**src/tfd_pkg.sv**
```systemverilog
`default_nettype none
package tfd_pkg;
   // ------------------------------------------------------------
   // Register map, word indices (byte address is four times)
   // ------------------------------------------------------------
   localparam int unsigned AXI_AW        = 12;
   localparam logic [9:0]  IDX_TX_DL_SEL = 10'h10a;
   localparam logic [9:0]  IDX_FRM_CTRL  = 10'h10b;
   localparam logic [9:0]  IDX_IRQ_STS   = 10'h10e;
   localparam logic [9:0]  IDX_IRQ_MASK  = 10'h10f;

   // ------------------------------------------------------------
   // Field positions and reset values
   // ------------------------------------------------------------
   localparam int unsigned DL_SEL_LSB     = 0;
   localparam int unsigned FC_REFRAME_BIT = 7;
   localparam int unsigned FC_CRC_BIT     = 6;
   localparam int unsigned FC_TOL_LSB     = 3;
   localparam int unsigned FC_WIN_LSB     = 0;
   localparam logic [1:0]  TX_DL_SEL_RST  = 2'h0;
   localparam logic [7:0]  FRM_CTRL_RST   = 8'h43;
   localparam int unsigned IRQ_LOF_BIT    = 0;
   localparam int unsigned IRQ_SYNC_BIT   = 1;
   localparam int unsigned IRQ_W          = 2;
   localparam logic [1:0]  IRQ_MASK_RST   = 2'h0;

   // ------------------------------------------------------------
   // Encodings
   // ------------------------------------------------------------
   localparam logic [1:0] DL_SRC_LAPD = 2'h0;
   localparam logic [1:0] DL_SRC_SER  = 2'h1;
   localparam logic [1:0] DL_SRC_OVH  = 2'h2;
   localparam logic [1:0] DL_SRC_ONES = 2'h3;
   localparam logic [1:0] RESP_OKAY   = 2'h0;
   localparam logic [1:0] RESP_SLVERR = 2'h2;

   typedef enum logic [0:0] {TFD_HUNT, TFD_SYNC} tfd_align_st_t;

   typedef struct packed {
      logic       reframe;
      logic       crc_en;
      logic [2:0] tol;
      logic [2:0] win;
   } tfd_frm_ctrl_t;

   typedef struct packed {
      logic align_found;
      logic crc_ok;
      logic esf_mode;
      logic fbit_stb;
      logic fbit_err;
   } tfd_rx_frm_t;

   typedef struct packed {
      logic dl_stb;
      logic lapd1_bit;
      logic legacy_bit;
      logic legacy_mode;
   } tfd_tx_src_t;
endpackage
`default_nettype wire

```
**src/tfd_dl_mux.sv**
```systemverilog
`timescale 1ns/10ps
`default_nettype none
module tfd_dl_mux (
   input  wire logic               clk,
   input  wire logic               rst_n,
   input  wire logic [1:0]         sel,
   input  wire tfd_pkg::tfd_tx_src_t src,
   input  wire logic               ser_bit,
   input  wire logic               ovh_bit,
   output var  logic               dl_bit_r
);
   // ------------------------------------------------------------
   // Source selection
   // ------------------------------------------------------------
   wire logic lapd_path;
   wire logic pick;

   // Single controller input: no other controller can reach the bits
   assign lapd_path = src.legacy_mode ? src.legacy_bit : src.lapd1_bit; // [RL1] [RL2]
   assign pick = (sel == tfd_pkg::DL_SRC_LAPD) ? lapd_path :            // [RL1]
                 (sel == tfd_pkg::DL_SRC_SER)  ? ser_bit :              // [RL3]
                 (sel == tfd_pkg::DL_SRC_OVH)  ? ovh_bit :              // [RL4]
                 1'b1;                                                  // [RL5]

   always_ff @(posedge clk or negedge rst_n) begin
      if (!rst_n) begin
         dl_bit_r <= 1'b1;
      end else if (src.dl_stb) begin
         dl_bit_r <= pick;
      end
   end

   // ------------------------------------------------------------
   // Checks
   // ------------------------------------------------------------
   a_src_lapd: assert property (@(posedge clk) disable iff (!rst_n) // [RL1]
      (src.dl_stb && sel == tfd_pkg::DL_SRC_LAPD)
      |=> dl_bit_r == $past(src.legacy_mode ? src.legacy_bit : src.lapd1_bit))
      else $error("lapd source bit not forwarded");
   a_src_serial: assert property (@(posedge clk) disable iff (!rst_n) // [RL3]
      (src.dl_stb && sel == tfd_pkg::DL_SRC_SER) |=> dl_bit_r == $past(ser_bit))
      else $error("serial source bit not forwarded");
   a_src_ovh: assert property (@(posedge clk) disable iff (!rst_n) // [RL4]
      (src.dl_stb && sel == tfd_pkg::DL_SRC_OVH) |=> dl_bit_r == $past(ovh_bit))
      else $error("overhead source bit not forwarded");
   a_src_ones: assert property (@(posedge clk) disable iff (!rst_n) // [RL5]
      (src.dl_stb && sel == tfd_pkg::DL_SRC_ONES) |=> dl_bit_r)
      else $error("forced ones source not one");
endmodule
`default_nettype wire

```
**src/tfd_lof_mon.sv**
```systemverilog
`timescale 1ns/10ps
`default_nettype none
module tfd_lof_mon (
   input  wire logic       clk,
   input  wire logic       rst_n,
   input  wire logic       en,
   input  wire logic       fbit_stb,
   input  wire logic       fbit_err,
   input  wire logic [2:0] tol,
   input  wire logic [2:0] win,
   output var  logic       lof_r
);
   // ------------------------------------------------------------
   // Windowed error count
   // ------------------------------------------------------------
   logic [2:0] bit_cnt_r;
   logic [2:0] err_cnt_r;
   wire logic       armed;
   wire logic [2:0] bits_inc;
   wire logic [2:0] errs_inc;
   wire logic       hit_tol;
   wire logic       win_end;

   // A zero tolerance would declare on every errored bit, so a zero field disarms the count
   assign armed    = en & (tol != 3'h0) & (win != 3'h0); // [RL10] [RL11] [RL14]
   assign bits_inc = bit_cnt_r + 3'h1;
   assign errs_inc = err_cnt_r + {2'h0, fbit_err};
   assign hit_tol  = fbit_err & (errs_inc >= tol);       // [RL9]
   assign win_end  = bits_inc >= win;                    // [RL9]

   always_ff @(posedge clk or negedge rst_n) begin
      if (!rst_n) begin
         bit_cnt_r <= 3'h0;
         err_cnt_r <= 3'h0;
         lof_r     <= 1'b0;
      end else begin
         lof_r <= 1'b0;
         if (!armed) begin
            bit_cnt_r <= 3'h0;
            err_cnt_r <= 3'h0;
         end else if (fbit_stb) begin
            if (hit_tol || win_end) begin
               lof_r     <= hit_tol;
               bit_cnt_r <= 3'h0;
               err_cnt_r <= 3'h0;
            end else begin
               bit_cnt_r <= bits_inc;
               err_cnt_r <= errs_inc;
            end
         end
      end
   end

   // ------------------------------------------------------------
   // Checks
   // ------------------------------------------------------------
   a_lof_tol_block: assert property (@(posedge clk) disable iff (!rst_n) // [RL10]
      ($past(tol) == 3'h0) |-> !lof_r)
      else $error("lof declared with zero tolerance");
   a_lof_win_block: assert property (@(posedge clk) disable iff (!rst_n) // [RL11]
      ($past(win) == 3'h0) |-> !lof_r)
      else $error("lof declared with zero window");
   a_lof_cause: assert property (@(posedge clk) disable iff (!rst_n) // [RL9]
      lof_r |-> $past(fbit_stb && fbit_err && en))
      else $error("lof without a framing bit error");
   a_lof_single: assert property (@(posedge clk) disable iff (!rst_n) // [RL9]
      (fbit_stb && fbit_err && armed && tol == 3'h1) |=> lof_r)
      else $error("lof missed at tolerance one");
endmodule
`default_nettype wire

```
**src/tfd_top.sv**
```systemverilog
// Function
// RL1: Source 00 sends controller one or legacy buffer
// RL2: Only controller one reaches data link bits
// RL3: Source 01 sends transmit serial input bits
// RL4: Source 10 sends transmit overhead input bits
// RL5: Source 11 forces every data link bit one
// RL6: Rising force bit restarts receive synchronization
// RL7: Hardware clears force bit on regained sync
// RL8: CRC bit gates in-frame in extended superframe
// RL9: Lof when errors reach tolerance within window
// RL10: Zero tolerance value is blocked internally
// RL11: Zero window value is blocked internally
// RL12: Software should program tolerance of two
// RL13: Software should program window of five
// RL14: Zero fields suppress lof until both nonzero
//
// The AXI4-Lite register port was decided locally.
`timescale 1ns/10ps
`default_nettype none
module tfd_top (
   input  wire logic                     mclk,
   input  wire logic                     resetn,
   input  wire logic [11:0]              s_axi_awaddr,
   input  wire logic                     s_axi_awvalid,
   output var  logic                     s_axi_awready,
   input  wire logic [31:0]              s_axi_wdata,
   input  wire logic [3:0]               s_axi_wstrb,
   input  wire logic                     s_axi_wvalid,
   output var  logic                     s_axi_wready,
   output var  logic [1:0]               s_axi_bresp,
   output var  logic                     s_axi_bvalid,
   input  wire logic                     s_axi_bready,
   input  wire logic [11:0]              s_axi_araddr,
   input  wire logic                     s_axi_arvalid,
   output var  logic                     s_axi_arready,
   output var  logic [31:0]              s_axi_rdata,
   output var  logic [1:0]               s_axi_rresp,
   output var  logic                     s_axi_rvalid,
   input  wire logic                     s_axi_rready,
   input  wire tfd_pkg::tfd_tx_src_t     tx_src,
   input  wire logic                     tx_serial_in,
   input  wire logic                     tx_overhead_in,
   output var  logic                     tx_dl_bit,
   input  wire tfd_pkg::tfd_rx_frm_t     rx_frm,
   output var  logic                     rx_restart,
   output var  logic                     rx_in_frame,
   output var  logic                     rx_lof,
   output var  logic                     irq
);
   // ------------------------------------------------------------
   // Reset release and pin synchronisers
   // ------------------------------------------------------------
   logic [1:0] rst_sync_r;
   wire logic  rst_n;

   always_ff @(posedge mclk or negedge resetn) begin
      if (!resetn) begin
         rst_sync_r <= 2'h0;
      end else begin
         rst_sync_r <= {rst_sync_r[0], 1'b1};
      end
   end
   assign rst_n = rst_sync_r[1];

   wire logic [1:0] pin_raw;
   wire logic [1:0] pin_sync;
   assign pin_raw = {tx_overhead_in, tx_serial_in};

   genvar gi;
   generate
      for (gi = 0; gi < 2; gi = gi + 1) begin : g_pin
         logic [1:0] sync_r;
         always_ff @(posedge mclk or negedge rst_n) begin
            if (!rst_n) begin
               sync_r <= 2'h0;
            end else begin
               sync_r <= {sync_r[0], pin_raw[gi]};
            end
         end
         assign pin_sync[gi] = sync_r[1];
      end
   endgenerate

   // ------------------------------------------------------------
   // Address decode
   // ------------------------------------------------------------
   function automatic logic hit(input logic [11:0] a, input logic [9:0] idx);
      hit = (a[11:2] == idx);
   endfunction

   // ------------------------------------------------------------
   // Write channel
   // ------------------------------------------------------------
   logic        aw_full_r;
   logic        w_full_r;
   logic [11:0] awaddr_r;
   logic [7:0]  wdata_r;
   logic        wlane_r;
   logic        awready_r;
   logic        wready_r;
   logic        bvalid_r;
   logic [1:0]  bresp_r;

   wire logic aw_hs;
   wire logic w_hs;
   wire logic do_wr;
   wire logic aw_full_nxt;
   wire logic w_full_nxt;
   wire logic bvalid_nxt;
   wire logic wr_dl;
   wire logic wr_fc;
   wire logic wr_mask;
   wire logic wr_known;

   assign aw_hs       = s_axi_awvalid & awready_r;
   assign w_hs        = s_axi_wvalid & wready_r;
   assign do_wr       = aw_full_r & w_full_r & ~bvalid_r;
   assign aw_full_nxt = (aw_full_r | aw_hs) & ~do_wr;
   assign w_full_nxt  = (w_full_r | w_hs) & ~do_wr;
   assign bvalid_nxt  = do_wr | (bvalid_r & ~s_axi_bready);
   assign wr_known    = hit(awaddr_r, tfd_pkg::IDX_TX_DL_SEL) | hit(awaddr_r, tfd_pkg::IDX_FRM_CTRL) |
                        hit(awaddr_r, tfd_pkg::IDX_IRQ_STS) | hit(awaddr_r, tfd_pkg::IDX_IRQ_MASK);
   assign wr_dl       = do_wr & wlane_r & hit(awaddr_r, tfd_pkg::IDX_TX_DL_SEL);
   assign wr_fc       = do_wr & wlane_r & hit(awaddr_r, tfd_pkg::IDX_FRM_CTRL);
   assign wr_mask     = do_wr & wlane_r & hit(awaddr_r, tfd_pkg::IDX_IRQ_MASK);

   always_ff @(posedge mclk or negedge rst_n) begin
      if (!rst_n) begin
         aw_full_r <= 1'b0;
         w_full_r  <= 1'b0;
         awaddr_r  <= 12'h000;
         wdata_r   <= 8'h00;
         wlane_r   <= 1'b0;
         awready_r <= 1'b0;
         wready_r  <= 1'b0;
         bvalid_r  <= 1'b0;
         bresp_r   <= tfd_pkg::RESP_OKAY;
      end else begin
         aw_full_r <= aw_full_nxt;
         w_full_r  <= w_full_nxt;
         awready_r <= ~aw_full_nxt & ~bvalid_nxt;
         wready_r  <= ~w_full_nxt & ~bvalid_nxt;
         bvalid_r  <= bvalid_nxt;
         if (aw_hs) begin
            awaddr_r <= s_axi_awaddr;
         end
         if (w_hs) begin
            wdata_r <= s_axi_wdata[7:0];
            wlane_r <= s_axi_wstrb[0];
         end
         if (do_wr) begin
            bresp_r <= wr_known ? tfd_pkg::RESP_OKAY : tfd_pkg::RESP_SLVERR;
         end
      end
   end

   // ------------------------------------------------------------
   // Control registers and alignment state
   // ------------------------------------------------------------
   logic [1:0]             dl_sel_r;
   tfd_pkg::tfd_frm_ctrl_t fc_r;
   tfd_pkg::tfd_align_st_t st_r;
   tfd_pkg::tfd_align_st_t st_nxt;
   logic                   restart_r;
   logic                   in_frame_r;
   logic                   lof_lvl_r;

   wire logic force_ev;
   wire logic crc_need;
   wire logic align_ok;
   wire logic sync_ev;
   wire logic lof_pulse;
   wire logic lof_ev;

   // Only a written 0-to-1 edge counts; rewriting a set bit does nothing
   assign force_ev = wr_fc & wdata_r[tfd_pkg::FC_REFRAME_BIT] & ~fc_r.reframe; // [RL6]
   assign crc_need = fc_r.crc_en & rx_frm.esf_mode;                           // [RL8]
   assign align_ok = rx_frm.align_found & (~crc_need | rx_frm.crc_ok);        // [RL8]
   assign sync_ev  = (st_r == tfd_pkg::TFD_HUNT) & ~force_ev & align_ok;
   assign lof_ev   = (st_r == tfd_pkg::TFD_SYNC) & lof_pulse;

   always_comb begin
      st_nxt = st_r;
      case (st_r)
         tfd_pkg::TFD_HUNT: begin
            if (sync_ev) begin
               st_nxt = tfd_pkg::TFD_SYNC;
            end
         end
         tfd_pkg::TFD_SYNC: begin
            if (force_ev || lof_pulse) begin
               st_nxt = tfd_pkg::TFD_HUNT; // [RL6] [RL9]
            end
         end
         default: begin
            st_nxt = tfd_pkg::TFD_HUNT;
         end
      endcase
   end

   always_ff @(posedge mclk or negedge rst_n) begin
      if (!rst_n) begin
         dl_sel_r   <= tfd_pkg::TX_DL_SEL_RST;
         fc_r       <= tfd_pkg::FRM_CTRL_RST;
         st_r       <= tfd_pkg::TFD_HUNT;
         restart_r  <= 1'b0;
         in_frame_r <= 1'b0;
         lof_lvl_r  <= 1'b0;
      end else begin
         st_r       <= st_nxt;
         restart_r  <= force_ev | lof_ev; // [RL6]
         in_frame_r <= (st_nxt == tfd_pkg::TFD_SYNC);
         if (wr_dl) begin
            dl_sel_r <= wdata_r[tfd_pkg::DL_SEL_LSB +: 2];
         end
         if (wr_fc) begin
            fc_r <= wdata_r;
         end else if (sync_ev) begin
            fc_r.reframe <= 1'b0; // [RL7]
         end
         if (lof_ev) begin
            lof_lvl_r <= 1'b1;
         end else if (sync_ev) begin
            lof_lvl_r <= 1'b0;
         end
      end
   end

   tfd_lof_mon u_lof (
      .clk      (mclk),
      .rst_n    (rst_n),
      .en       (st_r == tfd_pkg::TFD_SYNC),
      .fbit_stb (rx_frm.fbit_stb),
      .fbit_err (rx_frm.fbit_err),
      .tol      (fc_r.tol),
      .win      (fc_r.win),
      .lof_r    (lof_pulse)
   );

   tfd_dl_mux u_dl (
      .clk      (mclk),
      .rst_n    (rst_n),
      .sel      (dl_sel_r),
      .src      (tx_src),
      .ser_bit  (pin_sync[0]),
      .ovh_bit  (pin_sync[1]),
      .dl_bit_r (tx_dl_bit)
   );

   // ------------------------------------------------------------
   // Interrupts
   // ------------------------------------------------------------
   logic [1:0] sts_r;
   logic [1:0] mask_r;
   logic       irq_r;
   wire logic       ar_hs;
   wire logic       rd_sts;
   wire logic [1:0] sts_set;
   wire logic [1:0] sts_nxt;
   wire logic [1:0] mask_nxt;

   assign ar_hs    = s_axi_arvalid & s_axi_arready;
   assign rd_sts   = ar_hs & hit(s_axi_araddr, tfd_pkg::IDX_IRQ_STS);
   assign sts_set  = {sync_ev, lof_ev};
   // A new event in the clearing read cycle survives the clear
   assign sts_nxt  = (sts_r & {2{~rd_sts}}) | sts_set;
   assign mask_nxt = wr_mask ? wdata_r[tfd_pkg::IRQ_W-1:0] : mask_r;

   always_ff @(posedge mclk or negedge rst_n) begin
      if (!rst_n) begin
         sts_r  <= 2'h0;
         mask_r <= tfd_pkg::IRQ_MASK_RST;
         irq_r  <= 1'b0;
      end else begin
         sts_r  <= sts_nxt;
         mask_r <= mask_nxt;
         irq_r  <= |(sts_nxt & mask_nxt);
      end
   end

   // ------------------------------------------------------------
   // Read channel
   // ------------------------------------------------------------
   logic        arready_r;
   logic        rvalid_r;
   logic [7:0]  rbyte_r;
   logic [1:0]  rresp_r;
   wire logic       rvalid_nxt;
   wire logic       rd_known;
   wire logic [7:0] rd_byte;

   assign rvalid_nxt = ar_hs | (rvalid_r & ~s_axi_rready);
   assign rd_byte  = hit(s_axi_araddr, tfd_pkg::IDX_TX_DL_SEL) ? {6'h00, dl_sel_r} :
                     hit(s_axi_araddr, tfd_pkg::IDX_FRM_CTRL)  ? fc_r :
                     hit(s_axi_araddr, tfd_pkg::IDX_IRQ_STS)   ? {6'h00, sts_r} :
                     hit(s_axi_araddr, tfd_pkg::IDX_IRQ_MASK)  ? {6'h00, mask_r} : 8'h00;
   assign rd_known = hit(s_axi_araddr, tfd_pkg::IDX_TX_DL_SEL) | hit(s_axi_araddr, tfd_pkg::IDX_FRM_CTRL) |
                     hit(s_axi_araddr, tfd_pkg::IDX_IRQ_STS) | hit(s_axi_araddr, tfd_pkg::IDX_IRQ_MASK);

   always_ff @(posedge mclk or negedge rst_n) begin
      if (!rst_n) begin
         arready_r <= 1'b0;
         rvalid_r  <= 1'b0;
         rbyte_r   <= 8'h00;
         rresp_r   <= tfd_pkg::RESP_OKAY;
      end else begin
         arready_r <= ~rvalid_nxt;
         rvalid_r  <= rvalid_nxt;
         if (ar_hs) begin
            rbyte_r <= rd_byte;
            rresp_r <= rd_known ? tfd_pkg::RESP_OKAY : tfd_pkg::RESP_SLVERR;
         end
      end
   end

   assign s_axi_awready = awready_r;
   assign s_axi_wready  = wready_r;
   assign s_axi_bvalid  = bvalid_r;
   assign s_axi_bresp   = bresp_r;
   assign s_axi_arready = arready_r;
   assign s_axi_rvalid  = rvalid_r;
   assign s_axi_rdata   = {24'h000000, rbyte_r};
   assign s_axi_rresp   = rresp_r;
   assign rx_restart    = restart_r;
   assign rx_in_frame   = in_frame_r;
   assign rx_lof        = lof_lvl_r;
   assign irq           = irq_r;

   // ------------------------------------------------------------
   // Checks
   // ------------------------------------------------------------
   a_force_restart: assert property (@(posedge mclk) disable iff (!rst_n) // [RL6]
      force_ev |=> rx_restart && !rx_in_frame)
      else $error("force reframe did not restart");
   a_reframe_clear: assert property (@(posedge mclk) disable iff (!rst_n) // [RL7]
      sync_ev |=> rx_in_frame && (!fc_r.reframe || $past(wr_fc)))
      else $error("force bit not cleared on sync");
   a_crc_gate: assert property (@(posedge mclk) disable iff (!rst_n) // [RL8]
      (st_r == tfd_pkg::TFD_HUNT && crc_need && !rx_frm.crc_ok) |=> !rx_in_frame)
      else $error("in frame without crc");
   a_lof_drop: assert property (@(posedge mclk) disable iff (!rst_n) // [RL9]
      lof_ev |=> rx_lof && !rx_in_frame && rx_restart)
      else $error("lof did not drop alignment");
   a_irq_level: assert property (@(posedge mclk) disable iff (!rst_n)
      irq == |(sts_r & mask_r))
      else $error("irq not matching masked status");
   a_bvalid_hold: assert property (@(posedge mclk) disable iff (!rst_n)
      (s_axi_bvalid && !s_axi_bready) |=> s_axi_bvalid && $stable(s_axi_bresp))
      else $error("bvalid dropped early");
endmodule
`default_nettype wire

```
**config.mk**
```make
export PLATFORM = sky130hd
export DESIGN_NAME = tfd_top
export DESIGN_NICKNAME = d
export VERILOG_FILES = /design/src/tfd_pkg.sv /design/src/tfd_dl_mux.sv /design/src/tfd_lof_mon.sv /design/src/tfd_top.sv
export SDC_FILE = /design/constraint.sdc
export NUM_CORES = 1
export LEC_CHECK = 0
export ABC_AREA = 0
export BUFFER_PORTS_ARGS = -buffer_cell sky130_fd_sc_hd__buf_4
export CAP_MARGIN = 20
export CORE_MARGIN = 5
export CORE_UTILIZATION = 48
export CTS_CLUSTER_DIAMETER = 30
export DETAILED_ROUTE_END_ITERATION = 12
export PLACE_DENSITY = 0.79
export SYNTH_ARGS = -nofsm -noshare
export SYNTH_HDL_FRONTEND = slang
export SYNTH_HIERARCHICAL = 1
export SYNTH_SLANG_ARGS = --single-unit
```
**constraint.sdc**
```tcl
create_clock -name mclk -period 2.9 [get_ports mclk]
set_input_delay 0.58 -clock mclk [delete_from_list [all_inputs] [get_ports mclk]]
set_output_delay 0.58 -clock mclk [all_outputs]
set_load 0.03 [all_outputs]
```
; ---- Yosys cells after proc, flatten, opt, wreduce, memory -nomap -nowiden
; Cells that the tools add are included.
[classes]
addsub = 2
magnitude_cmp = 2
eq_ne = 11
muxes = 26
bitwise = 54
n_reduce_logical = 8
[op_table]
columns = operator, n
row1 = "10-bit by 9-bit == test with 1-bit output, second input constant", 8
row2 = 1-bit bitwise AND, 26
row3 = 3-bit two-way mux, 6
row4 = 8-bit two-way mux, 2
row5 = 1-bit NOT, 13
row6 = 1-bit two-way mux, 12
row7 = 1-bit OR, 12
row8 = 2-bit two-way mux, 5
row9 = 3-bit >= comparator, 2
row10 = 3-bit nonzero test, 2
row11 = 2-bit bitwise AND, 2
row12 = 2-bit nonzero test, 2
row13 = 3-bit by 1-bit adder with 3-bit output, 1
row14 = "3-bit by 1-bit adder with 3-bit output, second input constant", 1
row15 = "2-bit by 1-bit == test with 1-bit output, second input constant", 1
row16 = "2-bit == test, second input constant", 1
row17 = 2-bit zero test, 1
row18 = 1-bit logical OR, 2
row19 = "2-bit != test, second input constant", 1
row20 = 2-bit OR, 1
row21 = 1-bit one-hot mux with 2 select lines, 1
row22 = 2-bit OR reduction, 1
[totals]
reg_bits = 72
in_bits = 78
output_inout_bits = 46
elab_cells = 134

; ---- Logic depth before layout (Yosys ltp)
[depth]
depth_word = 12
ltp_mapped = 9
mapped_depth_nobuf = 9

; ---- Hierarchy
; Netlist, hierarchy kept.
[modules_own_cells]
columns = module, n_inst, cells_each, area_per_inst_um2, seq_area_each_um2
row1 = tfd_top, 1, 187, 2502.4, 1505.2
row2 = tfd_lof_mon, 1, 51, 506.7, 175.2
row3 = tfd_dl_mux, 1, 7, 68.8, 26.3

; ---- Worst setup path before layout
; OpenSTA, ideal clock, no wires.
[synth_timing]
path_kind = input to register
startpoint = input s_axi_araddr[9]
endpoint = register irq_r (netlist: irq)
setup_time_ns = 0.121
t_arrival_ns = 2.241
required_ns = 2.779
path_slack_ns = 0.538
path_stages = 5
n_path_buf = 0
cell_sequence = or4_1 or3_4 or3b_1 a22o_1 a22o_1
[synth_between]
elab_chain_cells = 7
[synth_lines]
columns = element, line
row1 = from (decl), tfd_top.sv:33  ; input wire logic [11:0] s_axi_araddr,
row2 = 10-bit by 9-bit == test with 1-bit output, tfd_top.sv:88  ; hit = (a[11:2] == idx);
row3 = 1-bit bitwise AND, tfd_top.sv:263  ; assign rd_sts = ar_hs & hit(s_axi_araddr, tfd_pkg::IDX_IRQ_STS);
row4 = 1-bit NOT, tfd_top.sv:266  ; assign sts_nxt = (sts_r & {2{~rd_sts}}) | sts_set;
row5 = 2-bit bitwise AND, tfd_top.sv:266
row6 = 2-bit OR, tfd_top.sv:266
row7 = named net sts_nxt[0], tfd_top.sv:259  ; wire logic [1:0] sts_nxt;
row8 = 2-bit bitwise AND, tfd_top.sv:277  ; irq_r <= |(sts_nxt & mask_nxt);
row9 = 2-bit OR reduction, tfd_top.sv:277
row10 = to (signal assigned), tfd_top.sv:277
row11 = to (decl), tfd_top.sv:255  ; logic irq_r;
; The timed path passes the listed nets, and every way through them passes these cells.
; A chain may end at the register's enable or synchronous reset.

; ---- Final worst setup path
; Same ends and word-level chain as after synthesis.

==> metrics.cfg <==
[floorplan]
start_util_pct = 49.0
core_um2 = 6280
ioPinCount = 124
fp.dieW_um = 90.1
dieArea_um2 = 8110
fp-row-count = 29
die_h_um = 90.1

[setup_path]
worstSetupStartpointType = input pin
critical_path_class = input pin to flop
crit_family = simple AND/OR/NAND/NOR gates
required_ps = 3130
cp_slowest_cell = or4_1
startpoint = s_axi_araddr[9]
crit_fanout = 5
regToRegStartpoint = awaddr_r[7]
critPathBufInv = 1
worst_path_most_repeated_cell = a22o_1
cp_cell_sequence = buf_4 -> or4_1 -> or3_4 -> or3b_1 -> a22o_1 -> a22o_1
end_kind = flop
worstPathArrival_ps = 2460
max_stage_delay_ps = 510

[sta]
max_freq_mhz = 447
slew_headroom_pct = 46.4
setup_viol = 0
finClkSkew_ps = 6.32
slew_viol_final = 0
finalCritPeriodShare_pct = 77.1
hold_viol_final = 0
worst_slack_ps = 665
fin_crit_ps = 2240
tightest_slew_ps = 804
rsz0062_at_grt = no
tns_ps = 0

[clocking]
clk_latency_ps = 340
htree_levels = 3
cts_tree = done
clock-sinks = 68
cts_resized = 0
cts.path.max_buffers = 2
cts_root_buf = clkbuf_8
cts_buffers = 9
path_clk_slew_ps = 70

[cells_and_area]
drive_gt1_share_pct = 40.4
area_growth_pct = 26.4
fin_util_pct = 62.0
final_common_cell = buf_4
most-common-layout-cells = buf_4, dfrtp_1, mux2_2
nNetsFinal = 409
antenna_cells = 0

[outcome]
status = finished clean

[synth]
yosys.area.top_type = dfrtp_1
synth_area_leaders = dfrtp_1, mux2_2, buf_4
syn_inst = 245
yosysSeqAreaShare_pct = 55.4
syn_area_um2 = 3080
ys_ff_latch = 68
yosysWarnings = 6
synth.distinct_cells = 43
synth_area_per_cell_um2 = 12.6
yosysTopAreaCellShare_pct = 52.0

[route]
vias = 2072
drtAntennaViolNets = 0
wl_per_cell_um = 15.3
wl_um = 6190
drtPass1Iterations = 4
avgViaCountPerCell = 5.13
first_iter_violations = 61
route.detailed.drc = 0

[pwr]
power_density_nw_per_um2 = 748
leakage_nw = 1.91
fin_total_pwr_w = 0.00291
ir_drop_uv = 650

[place]
dpl.hpwl_um = 4530
dpl_worst_slack_ps = 325
gp_congestion = 0.758
numPortBuffers = 66

[min_path]
hp-class = input pin to flop
min-delay-start = tx_serial_in

[global_routing]
grtUsageMet3_pct = 5.26
grt_overflow = 0
gr-usage-all-layers_pct = 16.2
grt_max_degree = 67
grt_use_met1_pct = 20.4
antenna_found_initial = 0
grt_pass1_vias = 2288
use_met2_pct = 25.2
grt_busiest_layer = met2
grt_first_pass_wirelength_um = 10600

[run]
maxCapViolCount = 0

[stage by stage]
step / area (um2) / hold WS [ps] / std cells
6_report: 3890 / 345 / 404
5_1_grt: 3890 / 328 / 404
4_1_cts: 3890 / 331 / 404
3_5_place_dp: 3580 / 336 / 387
3_3_place_gp: 3580 / 333 / 387
2_1_floorplan: 3170 / 284 / 270
[state kept, by name, indices dropped and copies added (netlist names), 3 cells and up]
| signal | flops |
|---|---|
| wdata_r | 8 |
| u_lof/bit_cnt_r | 3 |
| fc_r | 8 |
| g_pin.sync_r | 4 |
| rbyte_r | 8 |
| u_lof/err_cnt_r | 3 |
| awaddr_r | 10 |
[power breakdown]
| part | switching, W | internal, W |
|---|---|---|
| clock network | 0.000355 | 0.000770 |
| logic | 0.000260 | 0.000256 |
| registers | 0.000132 | 0.00114 |
[cells in the mapped netlist]
cell and number:
mux4_2 2, nor2_1 6, buf_4 26, nor2b_1 1, nor3_2 1, or2_2 1
nand2_1 13, a211o_1 2, nand4b_1 1, o21a_2 1, nor3_1 2, nand2b_4 2
clkbuf_1 3, nor3b_1 3, o31ai_1 2, o21ai_0 11, or3b_1 2, a41oi_1 1
a32oi_1 1, a21oi_1 4, mux2_2 30, inv_1 15, or4_1 3, ha_1 9
nand3b_1 2, a21o_2 1, nand2b_1 4, a32o_1 1, buf_2 1, nor2_2 1
o22a_1 1, nor4b_2 1, or3_4 1, nor4_1 1, a21boi_0 2, a211oi_1 2
conb_1 2, dfrtp_1 64, nand4_1 1, dfstp_2 4, a22o_1 11, a21o_1 2
mux2i_1 1
[layer usage]
metal,vias to the layer above,part of all wire (%)
met5,-,0
met4,0,1.6
met3,8,6.7
met2,75,48
met1,1028,44
li1,961,-
[timing repair]
item / CTS / global route
setup buffers: 0 / 0
hold buffers: 1 / 0
endpoints found under the hold margin: 2 / 0
[worst paths after layout]
path | end | slack (ps) | cells after the start
max reg2reg | fc_r[5] | 660 | 5
max in group asynchronous | rbyte_r[1] | 1920 | 1
max | irq | 660 | 6
min reg2reg | g_pin[0].sync_r[1] | 350 | 0
min | g_pin[0].sync_r[0] | 340 | 1
min in group asynchronous | g_pin[0].sync_r[1] | 450 | 1
[logic make-up after synthesis]
kind of cell / after synthesis / synth area share, %
buffers and inverters: 45 / 8.70
multiplexers: 33 / 12.8
AND/OR/NAND/NOR: 46 / 9.35
adder cells (fa/ha/maj): 9 / 3.66
AO/OA/AOI/OAI: 42 / 9.84
flip-flops: 68 / 55.4
other: 2 / 0.244
[area by class of cell]
class | instances | area (um2)
multi-input cells | 157 | 1200
fillers | 507 | 2390
inverters | 15 | 56.3
well taps | 77 | 96.3
repair buffers | 71 | 536
clock buffers | 10 | 138
flip-flops and latches | 68 | 1710
clock inverters | 6 | 159
Power figures use the tool's default switching activity.
